<file path="src/hw/drs_pkg.sv">
// Shared constants for the dual rail sequencer and supervisor.
// Assumes a 100 MHz system clock; all times are converted to cycles here.
package drs_pkg;
  localparam int unsigned CLK_MHZ = 100;
  localparam int unsigned SEQ_DELAY_MIN_MS = 3;
  localparam int unsigned SEQ_DELAY_DEF_MS = 6;
  localparam int unsigned SEQ_DELAY_MAX_MS = 16;
  localparam int unsigned PG_SOFT_START_MS = 4;
  localparam int unsigned CYC_PER_MS = CLK_MHZ * 1000;
  localparam int unsigned SEQ_DELAY_DEF_CYC = SEQ_DELAY_DEF_MS * CYC_PER_MS;
  localparam int unsigned SEQ_DELAY_MIN_CYC = SEQ_DELAY_MIN_MS * CYC_PER_MS;
  localparam int unsigned SEQ_DELAY_MAX_CYC = SEQ_DELAY_MAX_MS * CYC_PER_MS;
  localparam int unsigned PG_SOFT_START_CYC = PG_SOFT_START_MS * CYC_PER_MS;
  // Soft-start is two thirds of the sequencing delay in fixed-delay mode
  localparam int unsigned SS_NUM = 2;
  localparam int unsigned SS_DEN = 3;
  localparam int unsigned CNT_W = 24;
  localparam int unsigned RAMP_W = 2;
  // Rail ramp states
  typedef enum logic [3:0] {
    DRS_OFF  = 4'h1,
    DRS_UP   = 4'h2,
    DRS_ON   = 4'h4,
    DRS_DOWN = 4'h8
  } drs_rail_t;
  // Sequencer states
  typedef enum logic [4:0] {
    DRS_IDLE   = 5'h01,
    DRS_FIRST  = 5'h02,
    DRS_WAIT   = 5'h04,
    DRS_SECOND = 5'h08,
    DRS_DONE   = 5'h10
  } drs_seq_t;
endpackage : drs_pkg

</file>
<file path="src/hw/drs_top.sv">
// Dual rail sequencer and supervisor: orders two rails and combines their status.
// Assumes all pin inputs are asynchronous to clk; pull-ups are modelled by the pad
// ring, so an open pin arrives here as a high level.
//
// Operation
// - Enable rise starts soft-start; enable fall starts soft-stop over the ramp time.
// - Global power-good needs both rails done soft-start and no fault.
// - Power-good drops below 80 percent or on any protection fault.
// - Power-good drops whenever enable is low.
// - Global undervoltage flag is OR of per-rail input undervoltage.
// - Input undervoltage powers rails down; clears restart with new soft-start.
// - Output undervoltage flag set when any rail below 60 percent.
// - Output undervoltage after soft-start shuts rail; restart needs clear then enable rise.
// - Fault output low while any rail is 25 percent over target.
// - Overvoltage suppresses that rail's high-side pulses until it clears.
// - Current above 8.5A caps pulse width and sets overcurrent flag.
// - Current above 10A shuts rail; restart needs enable rise.
// - Delay-mode pin high selects fixed delay, low selects power-good sequencing.
// - Sequencing delay defaults to 6ms, adjustable 3ms to 16ms.
// - In fixed-delay mode soft-start lasts two thirds of the sequencing delay.
// - Sequencer stays idle until sequencer-enable goes high.
// - Open mode and order pins read high; low only when grounded.
// - Fixed-delay: remaining delay after soft-start before next rail enable.
// - Power-good mode: 4ms soft-start, power-good, then full delay, next enable.
// - Order pin high runs rail A first, low runs rail B first.
`timescale 1ns/100ps
`default_nettype none
module drs_top (
  input wire logic clk,
  input wire logic rst_n,
  input wire logic seq_enable,
  input wire logic delay_mode,
  input wire logic order_select,
  input wire logic [drs_pkg::CNT_W-1:0] seq_delay_cyc,
  input wire logic rail_a_enable,
  input wire logic rail_b_enable,
  input wire logic [1:0] input_undervolt_flag,
  input wire logic [1:0] below_80,
  input wire logic [1:0] below_60,
  input wire logic [1:0] over_25,
  input wire logic [1:0] over_85a,
  input wire logic [1:0] over_10a,
  input wire logic thermal,
  output logic step_one_output,
  output logic step_two_output,
  output logic [1:0] rail_ok_step,
  output logic rails_ok,
  output logic global_undervolt,
  output logic output_undervolt_flag,
  output logic fault_out_n,
  output logic overcurrent_flag,
  output logic [1:0] overvoltage_flag,
  output logic [1:0] hs_allow,
  output logic [1:0] hs_limit,
  output logic [1:0] ramp_up,
  output logic [1:0] ramp_down
);
  import drs_pkg::*;

  // Synchronised pins: two enables, six comparator pairs, four control pins
  localparam int unsigned NSYNC = 18;

  // Reset release and pin synchronisers
  logic [1:0] rst_sync_reg;
  logic rst_ok_n;
  logic [NSYNC-1:0] s1_reg;
  logic [NSYNC-1:0] s2_reg;
  logic [NSYNC-1:0] raw;
  // Sequencer timing and state
  logic [CNT_W-1:0] delay_cyc;
  logic [CNT_W-1:0] ramp_cyc;
  logic [CNT_W-1:0] pre_cyc;
  logic [CNT_W-1:0] wait_cyc;
  logic [CNT_W-1:0] cnt_reg;
  drs_seq_t seq_reg;
  logic first_reg;
  logic second_reg;
  logic [1:0] enable;
  logic [1:0] soft_done;
  logic [1:0] rok;
  logic first_ok;
  // Synchronised pin levels
  logic [1:0] s_en;
  logic [1:0] s_iuv;
  logic [1:0] s_b80;
  logic [1:0] s_b60;
  logic [1:0] s_o25;
  logic [1:0] s_o85;
  logic [1:0] s_o10;
  logic s_seq_en;
  logic s_mode;
  logic s_order;
  logic s_therm;
  // Global flag registers
  logic [1:0] uvo_reg;
  logic uv_out_reg;
  logic fault_n_reg;
  logic oc_reg;
  logic ok_reg;
  logic [1:0] okstep_reg;
  logic [1:0] ov_reg;

  ////////////////////////////////////////////////////////////////////////
  // Reset release through two flops
  always_ff @(posedge clk or negedge rst_n) begin
    if (!rst_n) begin
      rst_sync_reg <= 2'h0;
    end else begin
      rst_sync_reg <= {rst_sync_reg[0], 1'b1};
    end
  end
  assign rst_ok_n = rst_sync_reg[1];

  // Synchroniser bit map: enables, then per-rail comparators, then control pins
  assign raw[1:0] = {rail_b_enable, rail_a_enable};
  assign raw[3:2] = input_undervolt_flag;
  assign raw[5:4] = below_80;
  assign raw[7:6] = below_60;
  assign raw[9:8] = over_25;
  assign raw[11:10] = over_85a;
  assign raw[13:12] = over_10a;
  assign raw[14] = seq_enable;
  assign raw[15] = delay_mode;
  assign raw[16] = order_select;
  assign raw[17] = thermal;
  // Two-flop synchronisers; mode and order reset high to match the pull-ups
  always_ff @(posedge clk or negedge rst_ok_n) begin
    if (!rst_ok_n) begin
      s1_reg <= 18'h18000;
      s2_reg <= 18'h18000;
    end else begin
      s1_reg <= raw;
      s2_reg <= s1_reg;
    end
  end
  assign s_en = s2_reg[1:0];
  assign s_iuv = s2_reg[3:2];
  assign s_b80 = s2_reg[5:4];
  assign s_b60 = s2_reg[7:6];
  assign s_o25 = s2_reg[9:8];
  assign s_o85 = s2_reg[11:10];
  assign s_o10 = s2_reg[13:12];
  assign s_seq_en = s2_reg[14];
  assign s_mode = s2_reg[15];
  assign s_order = s2_reg[16];
  assign s_therm = s2_reg[17];

  ////////////////////////////////////////////////////////////////////////
  // Delay clamped to the legal range; fixed-delay soft-start is two thirds of it
  // Out-of-range delays are clamped, never refused, so the delay wait always ends
  always_comb begin
    if (seq_delay_cyc < CNT_W'(SEQ_DELAY_MIN_CYC)) begin
      delay_cyc = CNT_W'(SEQ_DELAY_MIN_CYC);
    end else if (seq_delay_cyc > CNT_W'(SEQ_DELAY_MAX_CYC)) begin
      delay_cyc = CNT_W'(SEQ_DELAY_MAX_CYC);
    end else begin
      delay_cyc = seq_delay_cyc;
    end
  end
  // Product fits 32 bits: the largest delay times two stays below 2^22
  assign pre_cyc = CNT_W'((32'(delay_cyc) * SS_NUM) / SS_DEN);
  // Fixed-delay ramps at 2/3 of delay; power-good mode ramps at 4ms
  assign ramp_cyc = s_mode ? pre_cyc : CNT_W'(PG_SOFT_START_CYC);
  // Fixed mode waits the rest of the delay; power-good mode the full delay
  assign wait_cyc = s_mode ? (delay_cyc - pre_cyc) : delay_cyc;

  ////////////////////////////////////////////////////////////////////////
  // Sequencer: first step, first rail power-good, delay, second step
  // Power-good of whichever rail the order pin put first
  assign first_ok = s_order ? rok[0] : rok[1];
  // Delay counter is shared; only one wait runs at a time
  always_ff @(posedge clk or negedge rst_ok_n) begin
    if (!rst_ok_n) begin
      seq_reg <= DRS_IDLE;
      cnt_reg <= '0;
      first_reg <= 1'b0;
      second_reg <= 1'b0;
    end else if (!s_seq_en) begin
      seq_reg <= DRS_IDLE;
      cnt_reg <= '0;
      first_reg <= 1'b0;
      second_reg <= 1'b0;
    end else begin
      unique case (seq_reg)
        DRS_IDLE: begin
          first_reg <= 1'b1;
          cnt_reg <= '0;
          seq_reg <= DRS_FIRST;
        end
        DRS_FIRST: begin
          // A rail that never reaches power-good stalls the sequence here
          if (first_ok) begin
            seq_reg <= DRS_WAIT;
          end
        end
        DRS_WAIT: begin
          if (cnt_reg >= wait_cyc - 1'b1) begin
            second_reg <= 1'b1;
            cnt_reg <= '0;
            seq_reg <= DRS_SECOND;
          end else begin
            cnt_reg <= cnt_reg + 1'b1;
          end
        end
        DRS_SECOND: begin
          seq_reg <= DRS_DONE;
        end
        DRS_DONE: begin
          // Holds until sequencer-enable drops; a new run needs a fresh enable
          seq_reg <= DRS_DONE;
        end
      endcase
    end
  end
  // Order pin swaps which register drives which step pin
  assign step_one_output = s_order ? first_reg : second_reg;
  assign step_two_output = s_order ? second_reg : first_reg;
  // Rail enables come back from the board, so they pass the synchroniser too
  assign enable = s_en;

  ////////////////////////////////////////////////////////////////////////
  // Rails; bit 0 is rail A, bit 1 rail B
  // Input undervolt is a device-wide lockout, so every rail sees the OR
  genvar g;
  generate
    for (g = 0; g < 2; g++) begin : g_rail
      drs_rail u_rail (
        .clk(clk),
        .rst_n(rst_ok_n),
        .enable(enable[g]),
        .ramp_cyc(ramp_cyc),
        .in_uv(|s_iuv),
        .below_80(s_b80[g]),
        .below_60(s_b60[g]),
        .over_25(s_o25[g]),
        .over_85a(s_o85[g]),
        .over_10a(s_o10[g]),
        .thermal(s_therm),
        .soft_done(soft_done[g]),
        .rail_ok(rok[g]),
        .hs_allow(hs_allow[g]),
        .hs_limit(hs_limit[g]),
        .ramp_up(ramp_up[g]),
        .ramp_down(ramp_down[g])
      );
    end
  endgenerate

  ////////////////////////////////////////////////////////////////////////
  // Global power-good; registered, so a one-cycle comparator glitch still pulses it one cycle later
  always_ff @(posedge clk or negedge rst_ok_n) begin
    if (!rst_ok_n) begin
      ok_reg <= 1'b0;
      okstep_reg <= 2'h0;
    end else begin
      ok_reg <= &rok && &soft_done && &s_en && s_seq_en && !(|s_iuv);
      okstep_reg <= rok;
    end
  end

  // Input and output undervoltage flags
  always_ff @(posedge clk or negedge rst_ok_n) begin
    if (!rst_ok_n) begin
      uvo_reg <= 2'h0;
      uv_out_reg <= 1'b0;
    end else begin
      uvo_reg <= s_iuv;
      uv_out_reg <= |s_b60;
    end
  end

  // Overvoltage: fault output and per-rail flag follow the same comparators
  always_ff @(posedge clk or negedge rst_ok_n) begin
    if (!rst_ok_n) begin
      fault_n_reg <= 1'b1;
      ov_reg <= 2'h0;
    end else begin
      fault_n_reg <= ~(|s_o25);
      ov_reg <= s_o25;
    end
  end

  // Overcurrent flag; the pulse cap itself is combinational in each rail
  always_ff @(posedge clk or negedge rst_ok_n) begin
    if (!rst_ok_n) begin
      oc_reg <= 1'b0;
    end else begin
      oc_reg <= |s_o85;
    end
  end
  assign rails_ok = ok_reg;
  assign rail_ok_step = okstep_reg;
  assign global_undervolt = |uvo_reg;
  assign output_undervolt_flag = uv_out_reg;
  assign fault_out_n = fault_n_reg;
  assign overcurrent_flag = oc_reg;
  assign overvoltage_flag = ov_reg;
endmodule : drs_top
`default_nettype wire

</file>
<file path="src/hw/drs_rail.sv">
// One regulator rail: soft-start and soft-stop ramp, latched faults, power-good.
// Assumes synchronised fault and enable inputs on the same clock as this module.
`timescale 1ns/100ps
`default_nettype none
module drs_rail (
  input wire logic clk,
  input wire logic rst_n,
  input wire logic enable,
  input wire logic [drs_pkg::CNT_W-1:0] ramp_cyc,
  input wire logic in_uv,
  input wire logic below_80,
  input wire logic below_60,
  input wire logic over_25,
  input wire logic over_85a,
  input wire logic over_10a,
  input wire logic thermal,
  output logic soft_done,
  output logic rail_ok,
  output logic hs_allow,
  output logic hs_limit,
  output logic ramp_up,
  output logic ramp_down
);
  import drs_pkg::*;

  drs_rail_t state_reg;
  logic [CNT_W-1:0] cnt_reg;
  logic en_d_reg;
  logic latch_reg;
  logic en_rise;
  logic shut;

  assign en_rise = enable & ~en_d_reg;
  // Latched faults need a fresh enable edge; input undervoltage does not
  assign shut = ~enable | in_uv | latch_reg | thermal;

  ////////////////////////////////////////////////////////////////////////
  // Enable edge detect
  always_ff @(posedge clk or negedge rst_n) begin
    if (!rst_n) begin
      en_d_reg <= 1'b0;
    end else begin
      en_d_reg <= enable;
    end
  end

  // Output undervoltage and hard overcurrent latch until enable re-rises
  always_ff @(posedge clk or negedge rst_n) begin
    if (!rst_n) begin
      latch_reg <= 1'b0;
    end else if ((below_60 && state_reg == DRS_ON) || over_10a) begin
      latch_reg <= 1'b1;
    end else if (en_rise && !below_60) begin
      latch_reg <= 1'b0;
    end
  end

  // Ramp state machine; soft-stop uses the same preset ramp time
  always_ff @(posedge clk or negedge rst_n) begin
    if (!rst_n) begin
      state_reg <= DRS_OFF;
      cnt_reg <= '0;
    end else begin
      unique case (state_reg)
        DRS_OFF: begin
          cnt_reg <= '0;
          if (enable && !shut) begin
            state_reg <= DRS_UP;
          end
        end
        DRS_UP: begin
          if (shut) begin
            state_reg <= DRS_DOWN;
            cnt_reg <= '0;
          end else if (cnt_reg >= ramp_cyc - 1'b1) begin
            state_reg <= DRS_ON;
            cnt_reg <= '0;
          end else begin
            cnt_reg <= cnt_reg + 1'b1;
          end
        end
        DRS_ON: begin
          cnt_reg <= '0;
          if (shut) begin
            state_reg <= DRS_DOWN;
          end
        end
        DRS_DOWN: begin
          // A cleared cause restarts at once with a fresh soft-start from zero
          if (!shut) begin
            state_reg <= DRS_UP;
            cnt_reg <= '0;
          end else if (cnt_reg >= ramp_cyc - 1'b1) begin
            state_reg <= DRS_OFF;
            cnt_reg <= '0;
          end else begin
            cnt_reg <= cnt_reg + 1'b1;
          end
        end
      endcase
    end
  end

  // Status and switch gating
  assign soft_done = (state_reg == DRS_ON);
  assign rail_ok = soft_done && !shut && !below_80 && !over_10a && !over_25;
  assign hs_allow = (state_reg == DRS_UP || state_reg == DRS_ON) && !over_25;
  assign hs_limit = over_85a;
  assign ramp_up = (state_reg == DRS_UP);
  assign ramp_down = (state_reg == DRS_DOWN);
endmodule : drs_rail
`default_nettype wire

</file>
<file path="config.mk">
export PLATFORM = sky130hd
export DESIGN_NAME = drs_top
export DESIGN_NICKNAME = d
export VERILOG_FILES = /design/src/hw/drs_pkg.sv /design/src/hw/drs_top.sv /design/src/hw/drs_rail.sv
export SDC_FILE = /design/constraint.sdc
export NUM_CORES = 1
export LEC_CHECK = 0
export ABC_AREA = 1
export ABC_CLOCK_PERIOD_IN_PS = 7950
export BUFFER_PORTS_ARGS = -buffer_cell sky130_fd_sc_hd__buf_2
export CORE_MARGIN = 2
export CORE_UTILIZATION = 68
export DETAILED_ROUTE_END_ITERATION = 12
export PLACE_DENSITY = 0.84
export SLEW_MARGIN = 20
export SYNTH_ARGS = -nofsm -noshare
export SYNTH_HDL_FRONTEND = slang
export SYNTH_SLANG_ARGS = --single-unit
</file>
<file path="constraint.sdc">
create_clock -name clk -period 7.95 [get_ports clk]
set_clock_uncertainty 0.15 [all_clocks]
set_input_delay 0.3975 -clock clk [delete_from_list [all_inputs] [get_ports clk]]
set_output_delay 0.3975 -clock clk [all_outputs]
set_load 0.02 [all_outputs]
</file>
==> flow_metrics.env, run 1 <==
export IMPL_status="did not finish"
export IMPL_haltStage="5_1_grt"
export IMPL_firstError="[ERROR GRT-0116] Global routing finished with congestion. Check the congestion regions in the DRC Viewer."
export IMPL_grt_max_degree=73
export IMPL_die_h_um=130
export IMPL_root_buffer="clkbuf_16"
export IMPL_synth_cells=1482
export IMPL_pin_count=63
export IMPL_start_util_pct=68.9
export IMPL_cts_buffer_depth=2
export IMPL_gp_congestion=0.941
export IMPL_portBuffers=62
export IMPL_synthArstFlopShare_pct=100
export IMPL_num_rows=46
export IMPL_yosysWarnings=0
export IMPL_grt_pass1_wl_mm=93.6
export IMPL_die_x_um=130
export IMPL_yosys_most_used_dff="dfrtp_1"
export IMPL_avgSynthCellArea_sq_um=7.33
export IMPL_ys_ff_latch=139
export IMPL_synth_edff_count=0
export IMPL_cts_buffers=17
export IMPL_grt_pass1_vias=16797
export IMPL_cts_sinks=139
export IMPL_htree_levels=4
export IMPL_netlist_cell_type_count=55
export IMPL_ys_seq_area_share_pct=32.1
export IMPL_hpwlAfterDp_mm=22.4
export IMPL_netlist_area_sq_mm=0.0109
export IMPL_track_usage_pct=72.8
export IMPL_grt_remaining_overflow=44
export IMPL_place_ws_ns=-3.52
## metrics by stage
| stage | util (%) | std cells | setup TNS (ns) | hold slack, ns | instance area, sq um |
|---|---|---|---|---|---|
| 4_1_cts | 95.4 | 2047 | -124.09 | 0.101 | 15000 |
| 3_5_place_dp | 82.5 | 1936 | -178.41 | 0.0353 | 13000 |
| 3_3_place_gp | 82.5 | 1936 | -123.59 | 0.0322 | 13000 |
| 2_1_floorplan | - | 1491 | -72.09 | -0.0481 | 11200 |
## what timing repair did
action	in CTS
setup endpoints to repair	83
cloned	4
gates resized for setup	179
hold endpoints to repair	20
pin swaps	76
buffers inserted	60
hold buffers	19
## kinds of logic after synthesis
family | Yosys count | share of synthesized area [%]
simple gates | 679 | 28.7
buf+inv | 263 | 9.50
compound gates | 216 | 11.3
flops | 139 | 32.1
fa+ha+maj | 102 | 11.8
xor+xnor | 81 | 6.53
other cells | 2 | 0.0691
## layer usage
layer / track usage, % / GRT overflow
met3: 55.9 / 0
met5: 20.3 / 0
met4: 71.0 / 20
met2: 92.2 / 24
met1: 72.5 / 0
## cell usage after synthesis (3+ instances only)
cell type | instances | share of area [%]
nand2_1 | 272 | 9.4
clkbuf_1 | 12 | 0.41
a21oi_1 | 75 | 3.5
o21bai_1 | 4 | 0.28
o21ai_1 | 16 | 0.74
nand3_4 | 3 | 0.48
inv_2 | 13 | 0.45
nand4_1 | 30 | 1.7
o21ai_0 | 68 | 3.1
nor3b_1 | 5 | 0.35
o21a_1 | 5 | 0.35
nand3b_1 | 4 | 0.28
o21bai_2 | 3 | 0.31
a211oi_1 | 6 | 0.41
o22ai_1 | 13 | 0.75
nand2_2 | 17 | 0.98
nor3_1 | 43 | 2.0
xor2_1 | 59 | 4.8
nor4_1 | 17 | 0.98
a31oi_1 | 5 | 0.29
o211ai_1 | 4 | 0.28
nor2_2 | 4 | 0.23
ha_1 | 101 | 12
dfstp_2 | 8 | 1.9
o31ai_1 | 3 | 0.21
or2_2 | 6 | 0.35
nand3_1 | 75 | 3.5
a21boi_0 | 3 | 0.21
xnor2_1 | 22 | 1.8
nand2_4 | 4 | 0.41
dfrtp_1 | 131 | 30
nor2_1 | 179 | 6.2
buf_4 | 8 | 0.55
inv_1 | 225 | 7.8
nand3_2 | 12 | 1.1
==> inputs of run 2 (changes only) <==
--- a/config.mk
+++ b/config.mk
@@ -9,9 +9,9 @@
 export ABC_CLOCK_PERIOD_IN_PS = 7950
 export BUFFER_PORTS_ARGS = -buffer_cell sky130_fd_sc_hd__buf_2
 export CORE_MARGIN = 2
-export CORE_UTILIZATION = 68
+export CORE_UTILIZATION = 40
 export DETAILED_ROUTE_END_ITERATION = 12
-export PLACE_DENSITY = 0.84
+export PLACE_DENSITY_LB_ADDON = 0.15
 export SLEW_MARGIN = 20
 export SYNTH_ARGS = -nofsm -noshare
 export SYNTH_HDL_FRONTEND = slang
==> run 2 against run 1 <==
Net effect: the flow now finishes, with violations (setup timing); area after synthesis is the same; synthesized cell count is the same.
==> flow_metrics.env, run 2 <==
export IMPL_status="finished, violations left"
export IMPL_violations="setup timing"
export IMPL_crit_path_end_kind="flip-flop"
export IMPL_hold_class="flip-flop to async pin"
export IMPL_cp_start_kind="primary input"
export IMPL_portBuffers=62
export IMPL_num_vias=10652
export IMPL_pin_count=63
export IMPL_layout_common_cells="buf_4, nand2_1, inv_1, nor2_1, dfrtp_1"
export IMPL_timing_final_hold_violations=0
export IMPL_wl_per_cell_um=13.5
export IMPL_gp_congestion=0.859
export IMPL_post_route_period_util_pct=138
export IMPL_ys_seq_area_share_pct=32.1
export IMPL_drt_pass1_iter_count=5
export IMPL_pwr_share_clk_pct=25.3
export IMPL_cap_violations=0
export IMPL_arrival_ns=11.17
export IMPL_netlist_cell_type_count=55
export IMPL_setup_violations=83
export IMPL_layout_setup_ws_ns=-3.01
export IMPL_netlist_area_sq_mm=0.0109
export IMPL_viasPerCell=4.90
export IMPL_grt_max_degree=77
export IMPL_core_sq_mm=0.0268
export IMPL_fmax_mhz=91.2
export IMPL_power_share_combinational_pct=50.6
export IMPL_ys_ff_latch=139
export IMPL_yosys_area_top_type="dfrtp_1"
export IMPL_vdd_drop_max_uv=172
export IMPL_synth_edff_count=0
export IMPL_cpMostUsedCell="nand2_2"
export IMPL_cts_buffer_depth=2
export IMPL_synthArstFlopShare_pct=100
export IMPL_clk_pin_slew_worst_paths_ns=0.06
export IMPL_cp_slowest_cell="fa_2"
export IMPL_synth_cells=1482
export IMPL_final_common_cell="buf_4"
export IMPL_fill_cells=2417
export IMPL_grt_pass1_wl_mm=47.7
export IMPL_largest_register_ff_count=48
export IMPL_yosysWarnings=0
export IMPL_root_buffer="clkbuf_16"
export IMPL_fin_tns_setup_ns=-146.85
export IMPL_area_growth_pct=42.4
export IMPL_antenna_cells=0
export IMPL_cts_sinks=139
export IMPL_start_util_pct=40.5
export IMPL_die_x_um=169
export IMPL_path_class="primary input to flip-flop"
export IMPL_layout_nets=1967
export IMPL_ys_top_cells_by_area="dfrtp_1, ha_1, nand2_1"
export IMPL_netlist_area_leader_share_pct=30.2
export IMPL_cts_tree="built"
export IMPL_htree_levels=4
export IMPL_wirelength_mm=29.4
export IMPL_rsz0062_at_grt="true"
export IMPL_cts_buffers=17
export IMPL_leakagePower_nw=7.43
export IMPL_cp_required_ns=8.16
export IMPL_grt_pass1_vias=10358
export IMPL_die_h_um=169
export IMPL_finalCriticalPeriod_ns=10.96
export IMPL_hpwlAfterDp_mm=21.6
export IMPL_avgSynthCellArea_sq_um=7.33
export IMPL_yosys_most_used_dff="dfrtp_1"
export IMPL_die_area_sq_mm=0.0285
export IMPL_max_slew_margin_pct=34.6
export IMPL_layout_drive_gt1_share_pct=34.0
export IMPL_track_usage_pct=20.5
export IMPL_power_internal_mw=1.97
export IMPL_p_sw_mw=1.25
export IMPL_synthMostInstantiatedCell="nand2_1"
export IMPL_grt_remaining_overflow=0
export IMPL_post_route_drc_count=0
export IMPL_swShare_pct=38.8
export IMPL_clk_latency_ns=0.43
export IMPL_place_ws_ns=-3.47
export IMPL_num_rows=60
export IMPL_synthTopCellsByCount="nand2_1, inv_1, nor2_1, dfrtp_1, ha_1"
export IMPL_p_per_area_mw_per_mm2=208
export IMPL_cp_max_fo=6
export IMPL_worst_slew_pin_slew_ns=0.972
export IMPL_cp_slowest_stage_delay_ns=0.38
export IMPL_seqPwrFrac_pct=24.1
export IMPL_drt_initial_drc_count=496
export IMPL_antenna_found_initial=0
export IMPL_drv_slew=0
export IMPL_ant_nets=0
## run 2: cell counts after synthesis
No cell type changed its count.
## run 2: timing repair
action | 4_1_cts | 5_1_grt
pin swaps | 46 | 82
endpoints found under the setup margin | 83 | 83
endpoints found under the hold margin | 20 | 0
gates cloned | 1 | 0
hold buffers | 19 | 0
buffers inserted | 23 | 28
gates resized for setup | 46 | 208
## run 2: metrics by stage
| stage | std cells | cell area (sq um) | total power, mW | utilization, % | hold slack [ns] |
|---|---|---|---|---|---|
| 3_3_place_gp | 2072 | 13200 | 2.11 | 49.4 | 0.0334 |
| 6_report | 2175 | 15500 | 3.21 | 57.7 | 0.117 |
| 2_1_floorplan | 1491 | 11200 | 1.63 | - | -0.0481 |
| 4_1_cts | 2147 | 14400 | 3.05 | 53.7 | 0.109 |
| 5_1_grt | 2175 | 15500 | 3.47 | 57.7 | 0.124 |
| 3_5_place_dp | 2072 | 13200 | 2.14 | 49.4 | 0.0389 |
## run 2: cell families after synthesis
kind of cell    synth area share (%)
other cells                   0.0691
buf+inv                         9.50
fa+ha+maj                       11.8
compound gates                  11.3
simple gates                    28.7
flops                           32.1
xor+xnor                        6.53
## run 2: final timing paths
| path | depth (start not counted) | startpoint | to | slack (ns) |
|---|---|---|---|---|
| setup / recovery | 91 | seq_delay_cyc[19] | cnt_reg[17]$_DFFE_PN0P_ | -3.01 |
| hold / removal | 0 | rst_sync_reg[1]$_DFF_PN0_ | g_rail[1].u_rail.cnt_reg[23]$_DFF_PN0_ | 0.12 |
| setup reg to reg | 25 | s2_reg[15]$_DFF_PN1_ | cnt_reg[17]$_DFFE_PN0P_ | 2.57 |
| hold reg to reg | 0 | rst_sync_reg[1]$_DFF_PN0_ | g_rail[1].u_rail.cnt_reg[23]$_DFF_PN0_ | 0.12 |
| max in group asynchronous | 1 | rst_sync_reg[1]$_DFF_PN0_ | cnt_reg[9]$_DFFE_PN0P_ | 6.40 |
| min in group clk | 0 | s1_reg[6]$_DFF_PN0_ | s2_reg[6]$_DFF_PN0_ | 0.20 |
## run 2: layout make-up
class	instances	area [sq um]	area share [%]
Tap cell	341	427	2.76
Timing Repair Buffer	334	2510	16.2
Multi-Input combinational cell	1089	7520	48.6
Sequential cell	139	3490	22.6
Inverter	240	918	5.94
Clock inverter	13	148	0.955
Clock buffer	19	453	2.93
## run 2: worst max-delay path: cells and delay by family
family	cells	cell delay, ns
buffers and inverters	17	1.59
XOR/XNOR	2	0.20
AND/OR/NAND/NOR	42	4.33
adder cells (fa/ha/maj)	4	0.92
AO/OA/AOI/OAI	26	3.71
## run 2: power by group through the flow
stage	logic (mW)	registers, mW	clock network, mW
global route	1.83	0.779	0.862
floorplan	0.845	0.786	0
detailed placement	1.35	0.791	0
global placement	1.32	0.790	0
finish	1.63	0.773	0.814
CTS	1.43	0.778	0.834
## run 2: metal layers
metal | vias up | routed length, um | track usage [%]
met4 | 0 | 528 | 5.66
met3 | 31 | 617 | 2.85
met1 | 4979 | 13700 | 26.5
li1 | 5526 | - | -
met5 | - | 0 | 0
met2 | 116 | 14600 | 35.9
(Power assumes the default switching activity.)
==> inputs of run 3 (changes only) <==
--- a/config.mk
+++ b/config.mk
@@ -15,4 +15,5 @@
 export SLEW_MARGIN = 20
 export SYNTH_ARGS = -nofsm -noshare
 export SYNTH_HDL_FRONTEND = slang
+export SYNTH_HIERARCHICAL = 1
 export SYNTH_SLANG_ARGS = --single-unit
==> run 3 against run 2 <==
Net effect: the run still ends with setup timing left; global-route usage down 0.13 points; design area increased by 8.4%; cell count is 13% higher; sequential share of layout area shrank 1.8 points; die area increased by 11%; total power grew 3.9%; routed wire length grew 10%; non-clock buffer count fell by 9; critical path type unchanged; largest power group unchanged.
==> flow_metrics.env, run 3 <==
export IMPL_pin_count=63
export IMPL_antenna_found_initial=0
export IMPL_timing_hold_ws_ns=0.128
export IMPL_fmax_mhz=91.2
export IMPL_synth_edff_count=0
export IMPL_critPathTopFamily="simple AND/OR/NAND/NOR gates"
export IMPL_multi_input_area_sq_mm=0.00863
export IMPL_drv_slew=0
export IMPL_cp_max_fo=5
export IMPL_violations="setup timing"
export IMPL_portBuffers=62
export IMPL_track_usage_pct=20.4
export IMPL_layout_nets=2203
export IMPL_cp_slowest_stage_delay_ns=0.35
export IMPL_gp_congestion=0.901
export IMPL_path_buf_inv=11
export IMPL_layout_drive_gt1_share_pct=33.3
export IMPL_finalInstanceArea_sq_mm=0.0168
export IMPL_cp_start_kind="primary input"
export IMPL_layout_setup_ws_ns=-3.01
export IMPL_final_common_cell="nand2_1"
export IMPL_netlist_cell_type_count=54
export IMPL_leakagePower_nw=8.18
export IMPL_wirelength_mm=32.4
export IMPL_cap_violations=0
export IMPL_arrival_ns=11.17
export IMPL_core_sq_mm=0.0297
export IMPL_die_h_um=178
export IMPL_ys_top_cells_by_area="dfrtp_1, nand2_1, ha_1"
export IMPL_wl_per_cell_um=13.2
export IMPL_cp_required_ns=8.16
export IMPL_die_x_um=178
export IMPL_root_buffer="clkbuf_16"
export IMPL_seqPwrFrac_pct=23.3
export IMPL_synthMuxAreaShare_pct=0.165
export IMPL_vdd_drop_max_uv=185
export IMPL_synthMostInstantiatedCell="nand2_1"
export IMPL_drt_pass1_iter_count=5
export IMPL_hpwlAfterDp_mm=24.0
export IMPL_pwr_share_clk_pct=24.0
export IMPL_yosysWarnings=6
export IMPL_swShare_pct=40.1
export IMPL_synth_top_family_by_area="simple AND/OR/NAND/NOR gates"
export IMPL_grt_max_degree=77
export IMPL_post_route_drc_count=0
export IMPL_cp_slowest_cell="nor4b_4"
export IMPL_synthTopCellsByCount="nand2_1, inv_1, nor2_1, dfrtp_1, ha_1"
export IMPL_rsz0062_at_grt="true"
export IMPL_cts_sinks=139
export IMPL_cts_tree="built"
export IMPL_clk_pin_slew_worst_paths_ns=0.07
export IMPL_ys_seq_area_share_pct=28.8
export IMPL_crit_path_end_kind="flip-flop"
export IMPL_post_route_period_util_pct=138
export IMPL_grt_remaining_overflow=0
export IMPL_clk_latency_ns=0.43
export IMPL_netlist_area_sq_mm=0.0121
export IMPL_max_slew_margin_pct=25.5
export IMPL_dpl_cell_area_sq_mm=0.0145
export IMPL_largest_register_ff_count=48
export IMPL_cpMostUsedCell="nand2_2"
export IMPL_path_class="primary input to flip-flop"
export IMPL_p_per_area_mw_per_mm2=199
export IMPL_ys_ff_latch=139
export IMPL_finalCriticalPeriod_ns=10.96
export IMPL_viasPerCell=4.81
export IMPL_seqCellArea_sq_mm=0.00349
export IMPL_worst_slew_pin_slew_ns=1.11
export IMPL_yosys_area_top_type="dfrtp_1"
export IMPL_cts_buffers=17
export IMPL_timing_final_hold_violations=0
export IMPL_cts_buffer_depth=2
export IMPL_power_share_combinational_pct=52.8
export IMPL_synth_compound_area_share_pct=7.66
export IMPL_grt_pass1_vias=11230
export IMPL_synth_fa_ha_area_share_pct=10.7
export IMPL_synth_simple_area_share_pct=33.7
export IMPL_htree_levels=4
export IMPL_antenna_cells=0
export IMPL_avgSynthCellArea_sq_um=7.08
export IMPL_grt_pass1_wl_mm=52.3
export IMPL_status="finished, violations left"
export IMPL_netlist_area_leader_share_pct=27.0
export IMPL_synth_cells=1713
export IMPL_power_internal_mw=2.00
export IMPL_num_rows=63
export IMPL_die_area_sq_mm=0.0317
export IMPL_p_sw_mw=1.34
export IMPL_layout_common_cells="nand2_1, buf_4, inv_1, nor2_1, dfrtp_1"
export IMPL_setup_violations=83
export IMPL_drt_initial_drc_count=637
export IMPL_area_growth_pct=38.2
export IMPL_ant_nets=0
export IMPL_synth_xor_area_share_pct=9.46
export IMPL_start_util_pct=40.8
export IMPL_hold_class="primary input to async pin"
export IMPL_yosys_most_used_dff="dfrtp_1"
export IMPL_synthArstFlopShare_pct=100
export IMPL_num_vias=11832
export IMPL_fill_cells=2763
-- run 3: cell types whose count changed after synthesis, moves of 17 or more --
| cell | previous run | this run |
|---|---|---|
| inv_2 | 13 | 30 |
| xnor2_1 | 22 | 41 |
| o21ai_0 | 68 | 49 |
| nor2_1 | 179 | 209 |
| xor2_1 | 59 | 90 |
| nand3_1 | 75 | 98 |
| nand2_1 | 272 | 385 |
-- run 3: worst register-to-register path: cells and delay by family (launching register included) --
kind,cells,cell delay (ns)
compound gates,6,0.79
buf+inv,5,1.02
xor+xnor,1,0.18
flops,1,0.96
simple gates,14,1.98
fa+ha+maj,2,0.45
-- run 3: logic make-up after synthesis --
kind of cell,after synthesis
AO/OA/AOI/OAI,165
XOR/XNOR,131
adder cells (fa/ha/maj),103
buffers and inverters,291
flip-flops,139
multiplexers,2
other,2
AND/OR/NAND/NOR,880
-- run 3: routing by layer --
layer	GRT usage [%]	vias up	share of wire [%]
li1	-	6156	-
met1	27.5	5470	48
met2	34.1	165	47
met3	2.77	41	2.8
met5	0	-	0
met4	5.81	0	2.0
-- run 3: final cells by class --
class / count / area share (%)
timing repair inverter: 1 / 0.0373
multi-input combinational: 1298 / 51.5
inverter: 274 / 6.27
timing repair buffer: 325 / 15.0
sequential: 139 / 20.8
clock buffer: 17 / 2.54
clock inverter: 15 / 0.933
tap: 390 / 2.91
-- run 3: final timing paths --
check	start	to	slack, ns	depth (start not counted)
worst max-delay path	seq_delay_cyc[17]	cnt_reg[10]$_DFFE_PN0P_	-3.01	95
worst min-delay path	rst_n	rst_sync_reg[0]$_DFF_PN0_	0.13	2
worst max register to register	s2_reg[15]$_DFF_PN1_	cnt_reg[10]$_DFFE_PN0P_	2.35	28
worst min register to register	s1_reg[1]$_DFF_PN0_	s2_reg[1]$_DFF_PN0_	0.20	0
max in group asynchronous	rst_sync_reg[1]$_DFF_PN0_	seq_reg[4]$_DFFE_PN0P_	5.93	1
min in group clk	s1_reg[1]$_DFF_PN0_	s2_reg[1]$_DFF_PN0_	0.20	0
-- run 3: per-stage QoR --
stage	TNS, ns	instances	power (mW)	util (%)	setup WS [ns]
6_report	-132.22	2459	3.34	56.4	-3.01
3_5_place_dp	-161.78	2361	2.20	48.7	-3.29
3_3_place_gp	-129.82	2361	2.17	48.7	-2.88
5_1_grt	-195.86	2459	3.59	56.4	-3.95
4_1_cts	-99.50	2437	3.13	53.0	-2.52
2_1_floorplan	-55.74	1728	1.68	-	-2.19
-- run 3: timing repair --
item / CTS / global route
endpoints found under the setup margin: 83 / 83
gates resized for setup: 88 / 208
hold endpoints to repair: 20 / 0
gates cloned: 3 / 3
hold buffers: 19 / 0
buffers inserted: 22 / 19
pin swaps: 17 / 103
-- run 3: power groups by stage --
| stage | combinational, mW | clock (mW) | sequential (mW) |
|---|---|---|---|
| 2_1_floorplan | 0.896 | 0 | 0.786 |
| 3_3_place_gp | 1.38 | 0 | 0.788 |
| 3_5_place_dp | 1.41 | 0 | 0.789 |
| 4_1_cts | 1.53 | 0.822 | 0.776 |
| 5_1_grt | 1.96 | 0.852 | 0.782 |
| 6_report | 1.76 | 0.801 | 0.776 |
